`src/hdl/clk_sel_pkg.sv`:
```
// Purpose: Shared constants and types for the sample clock reference selector
// Assumes: 25 MHz system clock
// Notes:   Rates are carried in Hz as unsigned integers
package clk_sel_pkg;

  typedef enum logic [1:0]
  {
    SRC_INTERNAL = 2'b00,
    SRC_MADI     = 2'b01,
    SRC_WORD     = 2'b10,
    SRC_AES      = 2'b11
  } clk_src_t;

  typedef enum logic [1:0]
  {
    MODE_AUTO     = 2'b00,
    MODE_MASTER   = 2'b01,
    MODE_INTERNAL = 2'b10
  } clk_mode_t;

  typedef enum logic [1:0]
  {
    LOCK_NONE = 2'b00,
    LOCK_LOCK = 2'b01,
    LOCK_SYNC = 2'b10
  } lock_state_t;

  typedef enum logic [2:0]
  {
    PRE_NONE    = 3'b000,
    PRE_UP_0P1  = 3'b001,
    PRE_DN_0P1  = 3'b010,
    PRE_UP_4    = 3'b011,
    PRE_DN_4    = 3'b100
  } preset_t;

  localparam int RATE_W           = 18;
  localparam int OFS_W            = 14;
  localparam logic [RATE_W-1:0] RST_BASE_RATE = 18'h0ac44;
  localparam logic [OFS_W-1:0]  RST_OFFSET    = 14'h0000;
  localparam logic [OFS_W-1:0]  FINE_STEP_HZ  = 14'h0001;
  localparam logic [OFS_W-1:0]  COARSE_STEP_HZ = 14'h0032;
  localparam int PCT_RANGE        = 5;
  localparam int PRE_SMALL_PERMIL = 1;
  localparam int PRE_LARGE_PERMIL = 40;
  localparam int SWITCH_GAP_CYC   = 2;
  localparam int NUM_INPUTS       = 3;
  localparam int IDX_MADI         = 0;
  localparam int IDX_WORD         = 1;
  localparam int IDX_AES          = 2;

endpackage : clk_sel_pkg

```
`src/hdl/sample_clock_reference_selector.sv`:
```
// Purpose: Sample clock reference selection, status and internal rate synthesis
// Assumes: Input lock/rate detection is done upstream and sampled on i_clk
// Notes:   Clock changeover gates the enable for a short gap before switching
// Notes on behaviour
// Auto mode follows first valid input clock
// Loss of reference reverts to internal master
// Preferred input first, others scanned in turn
// No valid input means master mode
// Per input report none, lock or sync
// Report current clock source
// Internal mode never switches to inputs
// Slave keeps external rate, host rate ignored
// Report detected rate, flag mismatch
// Fine offset 1 Hz, limited to 5%
// Coarse offset steps of 50 Hz
// Presets 0.1% and 4% up/down
// Offset applies only in master mode
// Offset disabled on USB attachment
// System has exactly one clock master
// Report MADI frame and channel format
// Glitch-free reference changeover
// Offset zero after reset
module sample_clock_reference_selector
  import clk_sel_pkg::*;
#(
  parameter int N_IN = NUM_INPUTS
)
(
  input  wire logic              i_clk,
  input  wire logic              i_sys_rst,
  input  wire logic              i_ce,
  input  wire logic [1:0]        i_mode,
  input  wire logic [1:0]        i_pref_src,
  input  wire logic [RATE_W-1:0] i_host_rate,
  input  wire logic              i_usb_attached,
  input  wire logic              i_fine_up,
  input  wire logic              i_fine_dn,
  input  wire logic              i_coarse_up,
  input  wire logic              i_coarse_dn,
  input  wire logic              i_ofs_reset,
  input  wire logic [2:0]        i_preset,
  input  wire logic [N_IN-1:0]   i_in_valid,
  input  wire logic [N_IN-1:0]   i_in_sync,
  input  wire logic [RATE_W-1:0] i_rate_madi,
  input  wire logic [RATE_W-1:0] i_rate_word,
  input  wire logic [RATE_W-1:0] i_rate_aes,
  input  wire logic              i_madi_96k_frame,
  input  wire logic              i_madi_56ch,
  output logic [1:0]             o_cur_src,
  output logic                   o_master,
  output logic                   o_clk_gate,
  output logic [1:0]             o_lock_madi,
  output logic [1:0]             o_lock_word,
  output logic [1:0]             o_lock_aes,
  output logic [RATE_W-1:0]      o_eff_rate,
  output logic [RATE_W-1:0]      o_det_rate,
  output logic                   o_rate_err,
  output logic signed [OFS_W-1:0] o_offset,
  output logic                   o_madi_96k_frame,
  output logic                   o_madi_56ch
);

  ////////////////////////////////////////////////////////////////////////////
  // Source choice
  logic [1:0] cur_src_ff;
  logic [1:0] tgt_src_ff;
  logic [1:0] gap_ff;
  logic signed [OFS_W-1:0] ofs_ff;

  function automatic logic src_ok(input logic [1:0] s, input logic [N_IN-1:0] v);
    logic r;
    r = 1'b0;
    case (s)
      SRC_MADI: r = v[IDX_MADI];
      SRC_WORD: r = v[IDX_WORD];
      SRC_AES:  r = v[IDX_AES];
      default:  r = 1'b0;
    endcase
    return r;
  endfunction : src_ok

  wire logic       is_auto   = (i_mode == MODE_AUTO);
  wire logic       pref_ok   = src_ok(i_pref_src, i_in_valid);
  wire logic [1:0] scan_src  = i_in_valid[IDX_MADI] ? SRC_MADI :
                               i_in_valid[IDX_WORD] ? SRC_WORD :
                               i_in_valid[IDX_AES]  ? SRC_AES  : SRC_INTERNAL;
  wire logic [1:0] want_src  = !is_auto ? SRC_INTERNAL :
                               pref_ok  ? i_pref_src   :
                               scan_src;

  // Changeover: hold the gate low for a few cycles, then move to the new source
  always_ff @(posedge i_clk)
  begin
    if (i_sys_rst)
    begin
      cur_src_ff <= SRC_INTERNAL;
      tgt_src_ff <= SRC_INTERNAL;
      gap_ff     <= 2'h0;
      o_clk_gate <= 1'b1;
    end
    else if (i_ce)
    begin
      if (want_src != tgt_src_ff)
      begin
        tgt_src_ff <= want_src;
        gap_ff     <= 2'(SWITCH_GAP_CYC);
        o_clk_gate <= 1'b0;
      end
      else if (gap_ff != 2'h0)
      begin
        gap_ff <= gap_ff - 2'h1;
        if (gap_ff == 2'h1)
          cur_src_ff <= tgt_src_ff;
      end
      else
        o_clk_gate <= 1'b1;
    end
  end

  assign o_cur_src = cur_src_ff;
  wire logic nxt_master = (cur_src_ff == SRC_INTERNAL);

  ////////////////////////////////////////////////////////////////////////////
  // Pitch offset
  wire logic signed [OFS_W-1:0] lim =
    OFS_W'((i_host_rate * PCT_RANGE) / 100);
  wire logic signed [OFS_W-1:0] pre_small =
    OFS_W'((i_host_rate * PRE_SMALL_PERMIL) / 1000);
  wire logic signed [OFS_W-1:0] pre_large =
    OFS_W'((i_host_rate * PRE_LARGE_PERMIL) / 1000);
  wire logic pitch_en = !i_usb_attached;
  wire logic signed [OFS_W-1:0] step =
    i_coarse_up ?  $signed(COARSE_STEP_HZ) :
    i_coarse_dn ? -$signed(COARSE_STEP_HZ) :
    i_fine_up   ?  $signed(FINE_STEP_HZ)   :
    i_fine_dn   ? -$signed(FINE_STEP_HZ)   : '0;
  wire logic signed [OFS_W:0] sum = ofs_ff + step;
  wire logic signed [OFS_W-1:0] sum_clip =
    (sum > lim)  ? lim  :
    (sum < -lim) ? -lim : OFS_W'(sum);
  wire logic signed [OFS_W-1:0] nxt_ofs =
    !pitch_en                      ? RST_OFFSET :
    i_ofs_reset                    ? RST_OFFSET :
    (i_preset == PRE_UP_0P1)       ? pre_small  :
    (i_preset == PRE_DN_0P1)       ? -pre_small :
    (i_preset == PRE_UP_4)         ? pre_large  :
    (i_preset == PRE_DN_4)         ? -pre_large :
    sum_clip;

  always_ff @(posedge i_clk)
  begin
    if (i_sys_rst)
      ofs_ff <= RST_OFFSET;
    else if (i_ce)
      ofs_ff <= nxt_ofs;
  end

  ////////////////////////////////////////////////////////////////////////////
  // Rates and status
  wire logic [RATE_W-1:0] ext_rate =
    (cur_src_ff == SRC_MADI) ? i_rate_madi :
    (cur_src_ff == SRC_WORD) ? i_rate_word :
    (cur_src_ff == SRC_AES)  ? i_rate_aes  : '0;
  wire logic [RATE_W-1:0] int_rate =
    RATE_W'($signed({1'b0, i_host_rate}) + ofs_ff);
  wire logic [RATE_W-1:0] nxt_eff_rate =
    nxt_master ? int_rate : ext_rate;
  wire logic [RATE_W-1:0] nxt_det_rate =
    i_in_sync[IDX_WORD] ? i_rate_word :
    i_in_sync[IDX_MADI] ? i_rate_madi :
    i_in_sync[IDX_AES]  ? i_rate_aes  : '0;
  wire logic nxt_rate_err = (|i_in_sync) && (nxt_det_rate != i_host_rate);

  function automatic logic [1:0] lock_of(input logic v, input logic s);
    return !v ? LOCK_NONE : (s ? LOCK_SYNC : LOCK_LOCK);
  endfunction : lock_of

  always_ff @(posedge i_clk)
  begin
    if (i_sys_rst)
    begin
      o_master         <= 1'b1;
      o_eff_rate       <= RST_BASE_RATE;
      o_det_rate       <= '0;
      o_rate_err       <= 1'b0;
      o_lock_madi      <= LOCK_NONE;
      o_lock_word      <= LOCK_NONE;
      o_lock_aes       <= LOCK_NONE;
      o_offset         <= RST_OFFSET;
      o_madi_96k_frame <= 1'b0;
      o_madi_56ch      <= 1'b0;
    end
    else if (i_ce)
    begin
      o_master         <= nxt_master;
      o_eff_rate       <= nxt_eff_rate;
      o_det_rate       <= nxt_det_rate;
      o_rate_err       <= nxt_rate_err;
      o_lock_madi      <= lock_of(i_in_valid[IDX_MADI], i_in_sync[IDX_MADI]);
      o_lock_word      <= lock_of(i_in_valid[IDX_WORD], i_in_sync[IDX_WORD]);
      o_lock_aes       <= lock_of(i_in_valid[IDX_AES], i_in_sync[IDX_AES]);
      o_offset         <= ofs_ff;
      o_madi_96k_frame <= i_in_valid[IDX_MADI] & i_madi_96k_frame;
      o_madi_56ch      <= i_in_valid[IDX_MADI] & i_madi_56ch;
    end
  end

  ////////////////////////////////////////////////////////////////////////////
  // Checks
  property p_internal_stays;
    @(posedge i_clk) disable iff (i_sys_rst)
      (i_ce && i_mode == MODE_INTERNAL) |=> ##3 (!i_ce || cur_src_ff == SRC_INTERNAL
        || i_mode != MODE_INTERNAL || $past(i_mode) != MODE_INTERNAL);
  endproperty
  a_internal_stays: assert property (p_internal_stays) else $error("left internal clock");

  property p_pref_taken;
    @(posedge i_clk) disable iff (i_sys_rst)
      (is_auto && pref_ok && i_pref_src != SRC_INTERNAL) |-> (want_src == i_pref_src);
  endproperty
  a_pref_taken: assert property (p_pref_taken) else $error("preferred input not chosen");

  property p_none_master;
    @(posedge i_clk) disable iff (i_sys_rst)
      (i_in_valid == '0) |-> (want_src == SRC_INTERNAL);
  endproperty
  a_none_master: assert property (p_none_master) else $error("no input but not master");

  property p_gate_low_on_change;
    @(posedge i_clk) disable iff (i_sys_rst)
      (i_ce && $changed(cur_src_ff)) |-> !o_clk_gate;
  endproperty
  a_gate_low_on_change: assert property (p_gate_low_on_change) else $error("ungated switch");

  property p_ofs_limit;
    @(posedge i_clk) disable iff (i_sys_rst)
      (ofs_ff <= lim) && (ofs_ff >= -lim || lim == '0);
  endproperty
  a_ofs_limit: assert property (p_ofs_limit) else $error("offset out of range");

  property p_usb_no_pitch;
    @(posedge i_clk) disable iff (i_sys_rst)
      (i_ce && i_usb_attached) |=> (ofs_ff == '0);
  endproperty
  a_usb_no_pitch: assert property (p_usb_no_pitch) else $error("pitch on usb");

  property p_coarse_step;
    @(posedge i_clk) disable iff (i_sys_rst)
      (i_ce && pitch_en && !i_ofs_reset && i_preset == PRE_NONE && i_coarse_up
       && sum <= lim) |=> (ofs_ff == $past(ofs_ff) + $signed(COARSE_STEP_HZ));
  endproperty
  a_coarse_step: assert property (p_coarse_step) else $error("coarse step wrong");

  property p_slave_rate;
    @(posedge i_clk) disable iff (i_sys_rst)
      (i_ce && !nxt_master) |=> (o_eff_rate == $past(ext_rate) && !o_master);
  endproperty
  a_slave_rate: assert property (p_slave_rate) else $error("slave rate modified");

  property p_rate_err;
    @(posedge i_clk) disable iff (i_sys_rst)
      (i_ce && |i_in_sync && nxt_det_rate != i_host_rate) |=> o_rate_err;
  endproperty
  a_rate_err: assert property (p_rate_err) else $error("rate mismatch not flagged");

  property p_lock_sync;
    @(posedge i_clk) disable iff (i_sys_rst)
      (i_ce && i_in_valid[IDX_WORD] && i_in_sync[IDX_WORD])
        |=> (o_lock_word == LOCK_SYNC);
  endproperty
  a_lock_sync: assert property (p_lock_sync) else $error("word sync not reported");

  property p_lock_none;
    @(posedge i_clk) disable iff (i_sys_rst)
      (i_ce && !i_in_valid[IDX_AES]) |=> (o_lock_aes == LOCK_NONE);
  endproperty
  a_lock_none: assert property (p_lock_none) else $error("absent input shows lock");

  property p_madi_fmt_gated;
    @(posedge i_clk) disable iff (i_sys_rst)
      (i_ce && !i_in_valid[IDX_MADI]) |=> (!o_madi_96k_frame && !o_madi_56ch);
  endproperty
  a_madi_fmt_gated: assert property (p_madi_fmt_gated) else $error("format without input");

  property p_master_flag;
    @(posedge i_clk) disable iff (i_sys_rst)
      i_ce |=> (o_master == ($past(cur_src_ff) == SRC_INTERNAL));
  endproperty
  a_master_flag: assert property (p_master_flag) else $error("master flag wrong");

  property p_gate_gap;
    @(posedge i_clk) disable iff (i_sys_rst)
      (i_ce && want_src != tgt_src_ff) |=> (!o_clk_gate) [*3];
  endproperty
  a_gate_gap: assert property (p_gate_gap) else $error("gate opened during gap");

  property p_master_rate;
    @(posedge i_clk) disable iff (i_sys_rst)
      (i_ce && nxt_master) |=> (o_eff_rate == $past(int_rate));
  endproperty
  a_master_rate: assert property (p_master_rate) else $error("master rate wrong");

  property p_preset_small;
    @(posedge i_clk) disable iff (i_sys_rst)
      (i_ce && pitch_en && !i_ofs_reset && i_preset == PRE_UP_0P1)
        |=> (ofs_ff == $past(pre_small));
  endproperty
  a_preset_small: assert property (p_preset_small) else $error("small preset wrong");

  property p_no_sync_no_err;
    @(posedge i_clk) disable iff (i_sys_rst)
      (i_ce && i_in_sync == '0) |=> (o_det_rate == '0 && !o_rate_err);
  endproperty
  a_no_sync_no_err: assert property (p_no_sync_no_err) else $error("error without sync");

  property p_reset_ofs;
    @(posedge i_clk) disable iff (i_sys_rst)
      $fell(i_sys_rst) |-> (ofs_ff == RST_OFFSET && o_offset == RST_OFFSET);
  endproperty
  a_reset_ofs: assert property (p_reset_ofs) else $error("offset not zero after reset");

endmodule : sample_clock_reference_selector

```
`config.mk`:
```
export PLATFORM = sky130hd
export DESIGN_NAME = sample_clock_reference_selector
export DESIGN_NICKNAME = d
export VERILOG_FILES = /design/src/hdl/clk_sel_pkg.sv /design/src/hdl/sample_clock_reference_selector.sv
export SDC_FILE = /design/constraint.sdc
export NUM_CORES = 1
export LEC_CHECK = 0
export BUFFER_PORTS_ARGS = -buffer_cell sky130_fd_sc_hd__buf_2
export CAP_MARGIN = 0
export CORE_MARGIN = 4
export CORE_UTILIZATION = 40
export CTS_BUF_LIST = sky130_fd_sc_hd__clkbuf_8 sky130_fd_sc_hd__clkbuf_16
export DETAILED_ROUTE_END_ITERATION = 6
export GPL_ROUTABILITY_DRIVEN = 0
export HOLD_SLACK_MARGIN = 0.1
export PLACE_DENSITY_LB_ADDON = 0.05
export SLEW_MARGIN = 25
export SYNTH_ARGS = -nofsm -noshare
export SYNTH_HDL_FRONTEND = slang
export SYNTH_SLANG_ARGS = --single-unit
```
`constraint.sdc`:
```
create_clock -name i_clk -period 19.34 [get_ports i_clk]
set_input_delay 3.868 -clock i_clk [delete_from_list [all_inputs] [get_ports i_clk]]
set_output_delay 3.868 -clock i_clk [all_outputs]
set_load 0.05 [all_outputs]
```
# After elaboration in Yosys (flattened, before gate mapping)
# Index checks and enable logic that the tools add are counted.
[word_totals]
regBits = 81
in_bits = 96
output_inout_bits = 63
wordCells = 91
[classes]
n_addsub = 7
mul = 2
n_div = 3
magnitude_cmp = 2
n_eq_ne = 14
muxes = 35
n_bitwise = 3
reduce_logical = 10
[ops]
columns = ["cell", "n"]
rows = [
  ["$mux W14", 12],
  ["$mux W18", 7],
  ["$mul A18 B3 Y21 const B", 2],
  ["$neg A14 Y14", 3],
  ["$div A18 B10 Y32 const B", 1],
  ["$div A21 B7 Y32 const B", 1],
  ["$div A24 B10 Y32 const B", 1],
  ["$mux W2", 13],
  ["$add A18 B14 Y18", 1],
  ["$ne A18 B18 Y1", 1],
  ["$add A14 B14 Y15", 1],
  ["$gt A15 B14 Y1", 1],
  ["$lt A15 B15 Y1", 1],
  ["$neg A14 Y15", 1],
  ["$eq A2 B2 Y1 const B", 4],
  ["$eq A2 B1 Y1 const B", 3],
  ["$eq A3 B2 Y1 const B", 2],
  ["$reduce_and A2 Y1", 3],
  ["$logic_not A2 Y1", 2],
  ["$reduce_and A4 Y1", 1],
  ["$reduce_bool A2 Y1", 2],
  ["$eq A3 B1 Y1 const B", 1],
  ["$eq A3 B3 Y1 const B", 1],
  ["$pmux W1 S3", 1],
  ["8 further kinds", 10],
]

# Longest topological paths before layout
# Gate-level depths: netlist of run 1.
[depth]
ltp_word = 14
depth_mapped = 72
ltp_nobuf = 68

# Worst setup path before layout of run 1
# OpenSTA, ideal clock, no wires.
[synth_timing]
path_kind = "input to register"
startpoint = "input port i_host_rate[1]"
endpoint = "register ofs_ff[11]"
setup_ns = 0.120
t_arrival_ns = 16.953
required_time_ns = 19.220
path_slack_ns = 2.267
path_stages = 65
n_path_buf = 5
cell_sequence = "ha_1 -> ha_1 -> inv_1 -> fa_1 -> nand2b_1 -> a21o_1 -> a211oi_2 -> o41a_1 -> and2_1 -> clkbuf_1 -> o21ai_0 -> a311o_1 -> a22o_1 -> a32oi_1 -> o211ai_1 -> nand2_1 -> inv_1 -> xnor2_2 -> [29 not listed] -> nand3_1 -> nor2_1 -> xnor2_1 -> ha_1 -> a21o_1 -> a21o_1 -> a21oi_1 -> o21ai_0 -> a21oi_1 -> nor2b_1 -> o21ai_0 -> a31oi_1 -> inv_1 -> clkbuf_1 -> nor2_1 -> a221oi_1 -> o311ai_1 -> o31a_1"
[synth_between]
elab_chain_len = 12
word_cells_on_any_way = 19
classes_between = "add/sub (4); mul (2); div (3); order compare (2); mux (8)"
[synth_rtl]
columns = ["item", "line", "rtl"]
rows = [
  ["start, declared", "sample_clock_reference_selector.sv:34", "input wire logic [RATE_W-1:0] i_host_rate,"],
  ["branches (longest 9 deep; another with $div A24 B10 Y32)", "-", ""],
  ["$mux W14 *", "sample_clock_reference_selector.sv:144", "(i_preset == PRE_UP_0P1) ? pre_small :"],
  ["$mux W14 *", "sample_clock_reference_selector.sv:143", "i_ofs_reset ? RST_OFFSET :"],
  ["$mux W14 *", "sample_clock_reference_selector.sv:142", "!pitch_en ? RST_OFFSET :"],
  ["end signal, assigned", "sample_clock_reference_selector.sv:155", "ofs_ff <= nxt_ofs;"],
  ["end, declared", "sample_clock_reference_selector.sv:68", "logic signed [OFS_W-1:0] ofs_ff;"],
]
# Mark *: on every way between the ends.
# A chain may end at the register's enable or synchronous reset.

# Final worst setup path of run 1
[layout_timing]
startpoint = "input port i_host_rate[1]"
endpoint = "register ofs_ff[2]"
# Same word-level chain as after synthesis.

==> results.cfg, run 1 <==
[synthesis]
synthFlopType = dfxtp_1
avgSynthCellArea_sq_um = 7.09
ys_seq_area_frac = 0.0969
yosysWarnings = 0
synthMostInstantiatedCell = nand2_1
synthTopCellsByCount = nand2_1 (232), nor2_1 (211), a21oi_1 (168)
synthArstFlopShare = 0
synth_area_leader_cell = dfxtp_1
synth_edf_count = 0
syn_inst = 2362
ys_seq_elements = 81
synth_area_sq_um = 16700
synth_nets = 2558
synth_area_leaders = dfxtp_1 (9.7%), ha_1 (7.2%), xnor2_1 (5.8%), nand2_1 (5.2%), a21oi_1 (5.0%)
ys_types = 124
synthDominantCellAreaShare = 0.0969

[routing]
drtPass1Iterations = 7
post_drt_wl_per_cell_um = 21.1
viasPerCell = 6.40
drc_errors = 2
drt_iter0_drc = 1427
antenna_left = 0
wirelength_mm = 63.5
vias = 19300

[run_status]
status = finished with violations
violations = design-rule violations

[cts]
cts_sinks = 81
h-tree-depth = 3
cts_tree = yes
clk-insertion-delay-late_ns = 0.35
numCtsBuffers = 9
clkTransAtPathRegs_ns = 0.07
clock_path_buffers = 2
cts-root-buf = clkbuf_16
cts_hold_buf = 0

[setup_path]
path_class = input pin to register
crit_slowest_cell = or4_1
crit_path_max_incr_delay_ns = 0.63
crit_buf_inv = 4
cp_max_fo = 16
startpoint_type = input pin
crit_family = compound AO/OA/AOI/OAI gates
end_kind = register
cpMostUsedCell = ha_1
crit_arrival_ns = 18.57
cp.required_ns = 19.55

[timing]
grt_setup_unrepaired = false
finalMaxSlewViolations = 0
hold_viol_final = 0
fin_crit_sh = 0.950
timing.fmax_mhz = 54.4
clock_skew_ns = 0.00943
worst_slew_pin_slew_ns = 1.02
final-setup-viol-count = 0
slew_headroom = 0.305
post-route-min-period_ns = 18.37
finalSetupTns_ns = 0

[floorplan]
dieArea_sq_um = 45200
start_util = 0.407
io_pins = 159
core_region_area_sq_um = 41100
num_rows = 74
die_y_um = 213
dieWidth_um = 213

[placed_design]
dp_hpwl_mm = 50.1
io_buffers = 158

[global_routing]
grt.overflow.total = 0
grt_pass1_wl_mm = 99.6
grt_pass1_vias = 17900
antenna_found_initial = 1
gr-usage-all-layers = 0.267
grt_max_degree = 82

[layout]
drive_above_1_share = 0.167
area_growth_pct = 12.5
fin_nets = 2671
antenna_cells = 0

[flow_run]
cap_violations = 0

[hold_path]
hold_class = register to register
[layout by cell type (no fill, tap or decap), types with 11 or more instances in the layout]
| master | count |
|---|---|
| nand2b_1 | 33 |
| o21ai_0 | 145 |
| buf_4 | 68 |
| and3_1 | 21 |
| buf_2 | 157 |
| a21oi_2 | 15 |
| o211a_1 | 15 |
| a31oi_1 | 38 |
| mux2i_1 | 81 |
| nor2_1 | 209 |
| a221oi_1 | 17 |
| nor4_1 | 19 |
| nor2b_1 | 16 |
| o21ai_1 | 38 |
| mux2_2 | 16 |
| o221ai_1 | 14 |
| or4_1 | 11 |
| nand2_1 | 229 |
| nor3_1 | 64 |
| a211o_1 | 13 |
| a21oi_1 | 164 |
| or2_2 | 12 |
| and2_1 | 33 |
| inv_1 | 63 |
| o22ai_1 | 20 |
| o21bai_1 | 14 |
| a21o_1 | 37 |
| a211oi_1 | 38 |
| nand4_1 | 26 |
| o31ai_1 | 18 |
| xor2_1 | 36 |
| a22oi_1 | 31 |
| o21a_1 | 24 |
| ha_1 | 97 |
| or3_1 | 34 |
| o211ai_1 | 40 |
| dfxtp_1 | 81 |
| xnor2_1 | 107 |
| nand3_1 | 77 |
[repair_timing]
item	in CTS	in global routing
endpoints found under the setup margin	0	14
buffers inserted	0	7
gates resized for setup	0	55
[metal layers]
| metal | up-vias | global-route usage | share of wire |
|---|---|---|---|
| met5 | - | 0 | 0.00011 |
| met1 | 9220 | 0.375 | 0.46 |
| li1 | 9278 | - | - |
| met3 | 90 | 0.0351 | 0.059 |
| met4 | 2 | 0.0502 | 0.018 |
| met2 | 674 | 0.441 | 0.46 |
[worst paths after layout]
kind | startpoint | to | slack, ns | cells after the start
setup / recovery | i_host_rate[1] | ofs_ff[2] | 0.97 | 62
hold / removal | o_rate_err | o_rate_err | 0.46 | 2
setup reg to reg | ofs_ff[0] | ofs_ff[7] | 13.30 | 25
hold reg to reg | o_rate_err | o_rate_err | 0.46 | 2
[sequential cells by signal (all words and copies together), names as in the netlist]
name and flops:
o_madi_56ch 1, o_offset 14, o_lock_madi 2, ofs_ff 14
tgt_src_ff 2, o_cur_src 2, gap_ff 2, o_lock_word 2
o_lock_aes 2, o_master 1, o_madi_96k_frame 1, o_clk_gate 1
o_det_rate 18, o_eff_rate 18, o_rate_err 1
[per-stage QoR]
stage,setup slack [ns],hold slack (ns),instances,utilization,instance area [sq um]
2_1_floorplan,2.27,0.459,2362,-,16700
6_report,0.974,0.465,3012,0.458,18800
4_1_cts,0.324,0.463,3005,0.450,18500
5_1_grt,0.0105,0.498,3012,0.458,18800
3_3_place_gp,0.400,0.447,2989,0.441,18100
3_5_place_dp,0.0103,0.454,2989,0.441,18100
[cells by family after synthesis]
logic type	after synthesis	synth area share
muxes	115	0.0770
buffers and inverters	192	0.0471
and+or+nand+nor	845	0.248
AOI/OAI and AO/OA	869	0.370
adders and majority gates	110	0.0821
DFF	81	0.0969
xor gates and xnor gates	150	0.0794
[tightest hold or removal path: cells and delay by family (launching register included)]
kind / cells / cell delay [ns]
AND/OR/NAND/NOR: 1 / 0.06
AO/OA/AOI/OAI: 1 / 0.05
flip-flops: 1 / 0.31
[area by class of cell]
| class | count | area (sq um) |
|---|---|---|
| well taps | 532 | 666 |
| inverters | 69 | 263 |
| clock buffers | 9 | 225 |
| clock inverters | 7 | 126 |
| repair buffers | 225 | 1300 |
| multi-input cells | 2089 | 14600 |
| fillers | 4216 | 22300 |
| flip-flops and latches | 81 | 1620 |
Power of run 1 is not shown: default switching activity piles up to over one toggle a cycle in this logic, so the estimate is an artifact.
==> run 2, diff against run 1 <==
--- a/config.mk
+++ b/config.mk
@@ -8,8 +8,7 @@
 export BUFFER_PORTS_ARGS = -buffer_cell sky130_fd_sc_hd__buf_2
 export CAP_MARGIN = 0
 export CORE_MARGIN = 4
-export CORE_UTILIZATION = 40
-export CTS_BUF_LIST = sky130_fd_sc_hd__clkbuf_8 sky130_fd_sc_hd__clkbuf_16
+export CORE_UTILIZATION = 60
 export DETAILED_ROUTE_END_ITERATION = 6
 export GPL_ROUTABILITY_DRIVEN = 0
 export HOLD_SLACK_MARGIN = 0.1
==> results.cfg, run 2 (synthesis results as in run 1) <==
[floorplan]
dieArea_sq_um = 30600
die_y_um = 175
core_region_area_sq_um = 27200
start_util = 0.616
io_pins = 159
num_rows = 60
dieWidth_um = 175

[routing]
drc_errors = 0
drt_iter0_drc = 2608
vias = 19800
drtPass1Iterations = 6
viasPerCell = 6.98
post_drt_wl_per_cell_um = 20.5
antenna_left = 0
wirelength_mm = 58.1

[timing]
hold_slack_ns = 0.464
finalMaxSlewViolations = 0
fin_crit_sh = 0.964
slew_headroom = 0.345
finalSetupTns_ns = 0
final-setup-viol-count = 0
clock_skew_ns = 0.0102
hold_viol_final = 0
worst_slew_pin_slew_ns = 0.982
timing.fmax_mhz = 53.6
post-route-min-period_ns = 18.65

[setup_path]
path_class = input pin to register
crit_slowest_cell = or4_1
startpoint_type = input pin
crit_path_max_incr_delay_ns = 0.66
cpMostUsedCell = a21oi_1
cp_max_fo = 12
cp.required_ns = 19.62
crit_arrival_ns = 18.92
end_kind = register

[global_routing]
use_met1 = 0.469
gr-usage-all-layers = 0.351
grt_max_degree = 82
antenna_found_initial = 0
grt.overflow.total = 0
grt_pass1_wl_mm = 91.3
gr-usage-met3 = 0.0526
top_usage_layer = met2
grt_pass1_vias = 18000
gr-usage-met2 = 0.577

[layout]
layout.cells.non_filler = 2835
fin_nets = 2654
antenna_cells = 0
final_cell_mix = nand2_1 (231), nor2_1 (209), a21oi_1 (166)
reg_top3 = o_det_rate x18, o_eff_rate x18
area_growth_pct = 9.31
drive_above_1_share = 0.151
layout_commonest_cell = nand2_1

[cts]
cts_tree = yes
h-tree-depth = 3
cts_sinks = 81
cts-root-buf = clkbuf_16
clock_path_buffers = 2
clkTransAtPathRegs_ns = 0.07
numCtsBuffers = 9
clk-insertion-delay-late_ns = 0.35

[hold_path]
hold_class = register to register

[flow_run]
cap_violations = 0

[placed_design]
dp_cells = 2815
io_buffers = 158
dp_hpwl_mm = 45.0

[run_status]
status = finished clean
-- run 2: critical path: cells and delay by family --
kind | cells | cell delay [ns]
AOI/OAI and AO/OA | 35 | 8.32
and+or+nand+nor | 18 | 3.55
adders and majority gates | 4 | 1.19
buffers and inverters | 7 | 1.17
muxes | 1 | 0.41
xor gates and xnor gates | 2 | 0.38
-- run 2: final timing paths --
check | from | to | slack (ns) | cells after the start
max | i_host_rate[6] | ofs_ff[10] | 0.69 | 67
max reg2reg | ofs_ff[0] | ofs_ff[4] | 13.17 | 26
min reg2reg | o_lock_word[1] | o_lock_word[1] | 0.46 | 2
min | o_lock_word[1] | o_lock_word[1] | 0.46 | 2
-- run 2: cell type report --
type	instances	area, sq um
multi-input cells	2089	14500
clock inverters	5	63.8
well taps	372	465
inverters	69	259
clock buffers	11	243
flip-flops and latches	81	1620
repair buffers	208	1170
fillers	2507	8870
-- run 2: through the flow --
| step | worst slack [ns] | area (sq um) | utilization |
|---|---|---|---|
| after floorplan | 2.27 | 16700 | - |
| after global placement | 0.831 | 17800 | 0.656 |
| after detailed placement | 0.237 | 17800 | 0.656 |
| after CTS | 0.534 | 18100 | 0.667 |
| after global routing | -0.0611 | 18300 | 0.673 |
| final | 0.692 | 18300 | 0.673 |
-- run 2: routing by layer --
metal,up-vias,share of wire
met5,-,0
met4,0,0.041
met3,224,0.092
met2,1098,0.45
met1,9248,0.41
li1,9231,-
-- run 2: timing repair --
action / CTS / global route
hold buffers: 0 / 0
gates resized for setup: 0 / 26
setup buffers: 0 / 4
setup endpoints to repair: 0 / 14
endpoints found under the hold margin: 0 / 0
Power of run 2 is left out for the same reason.
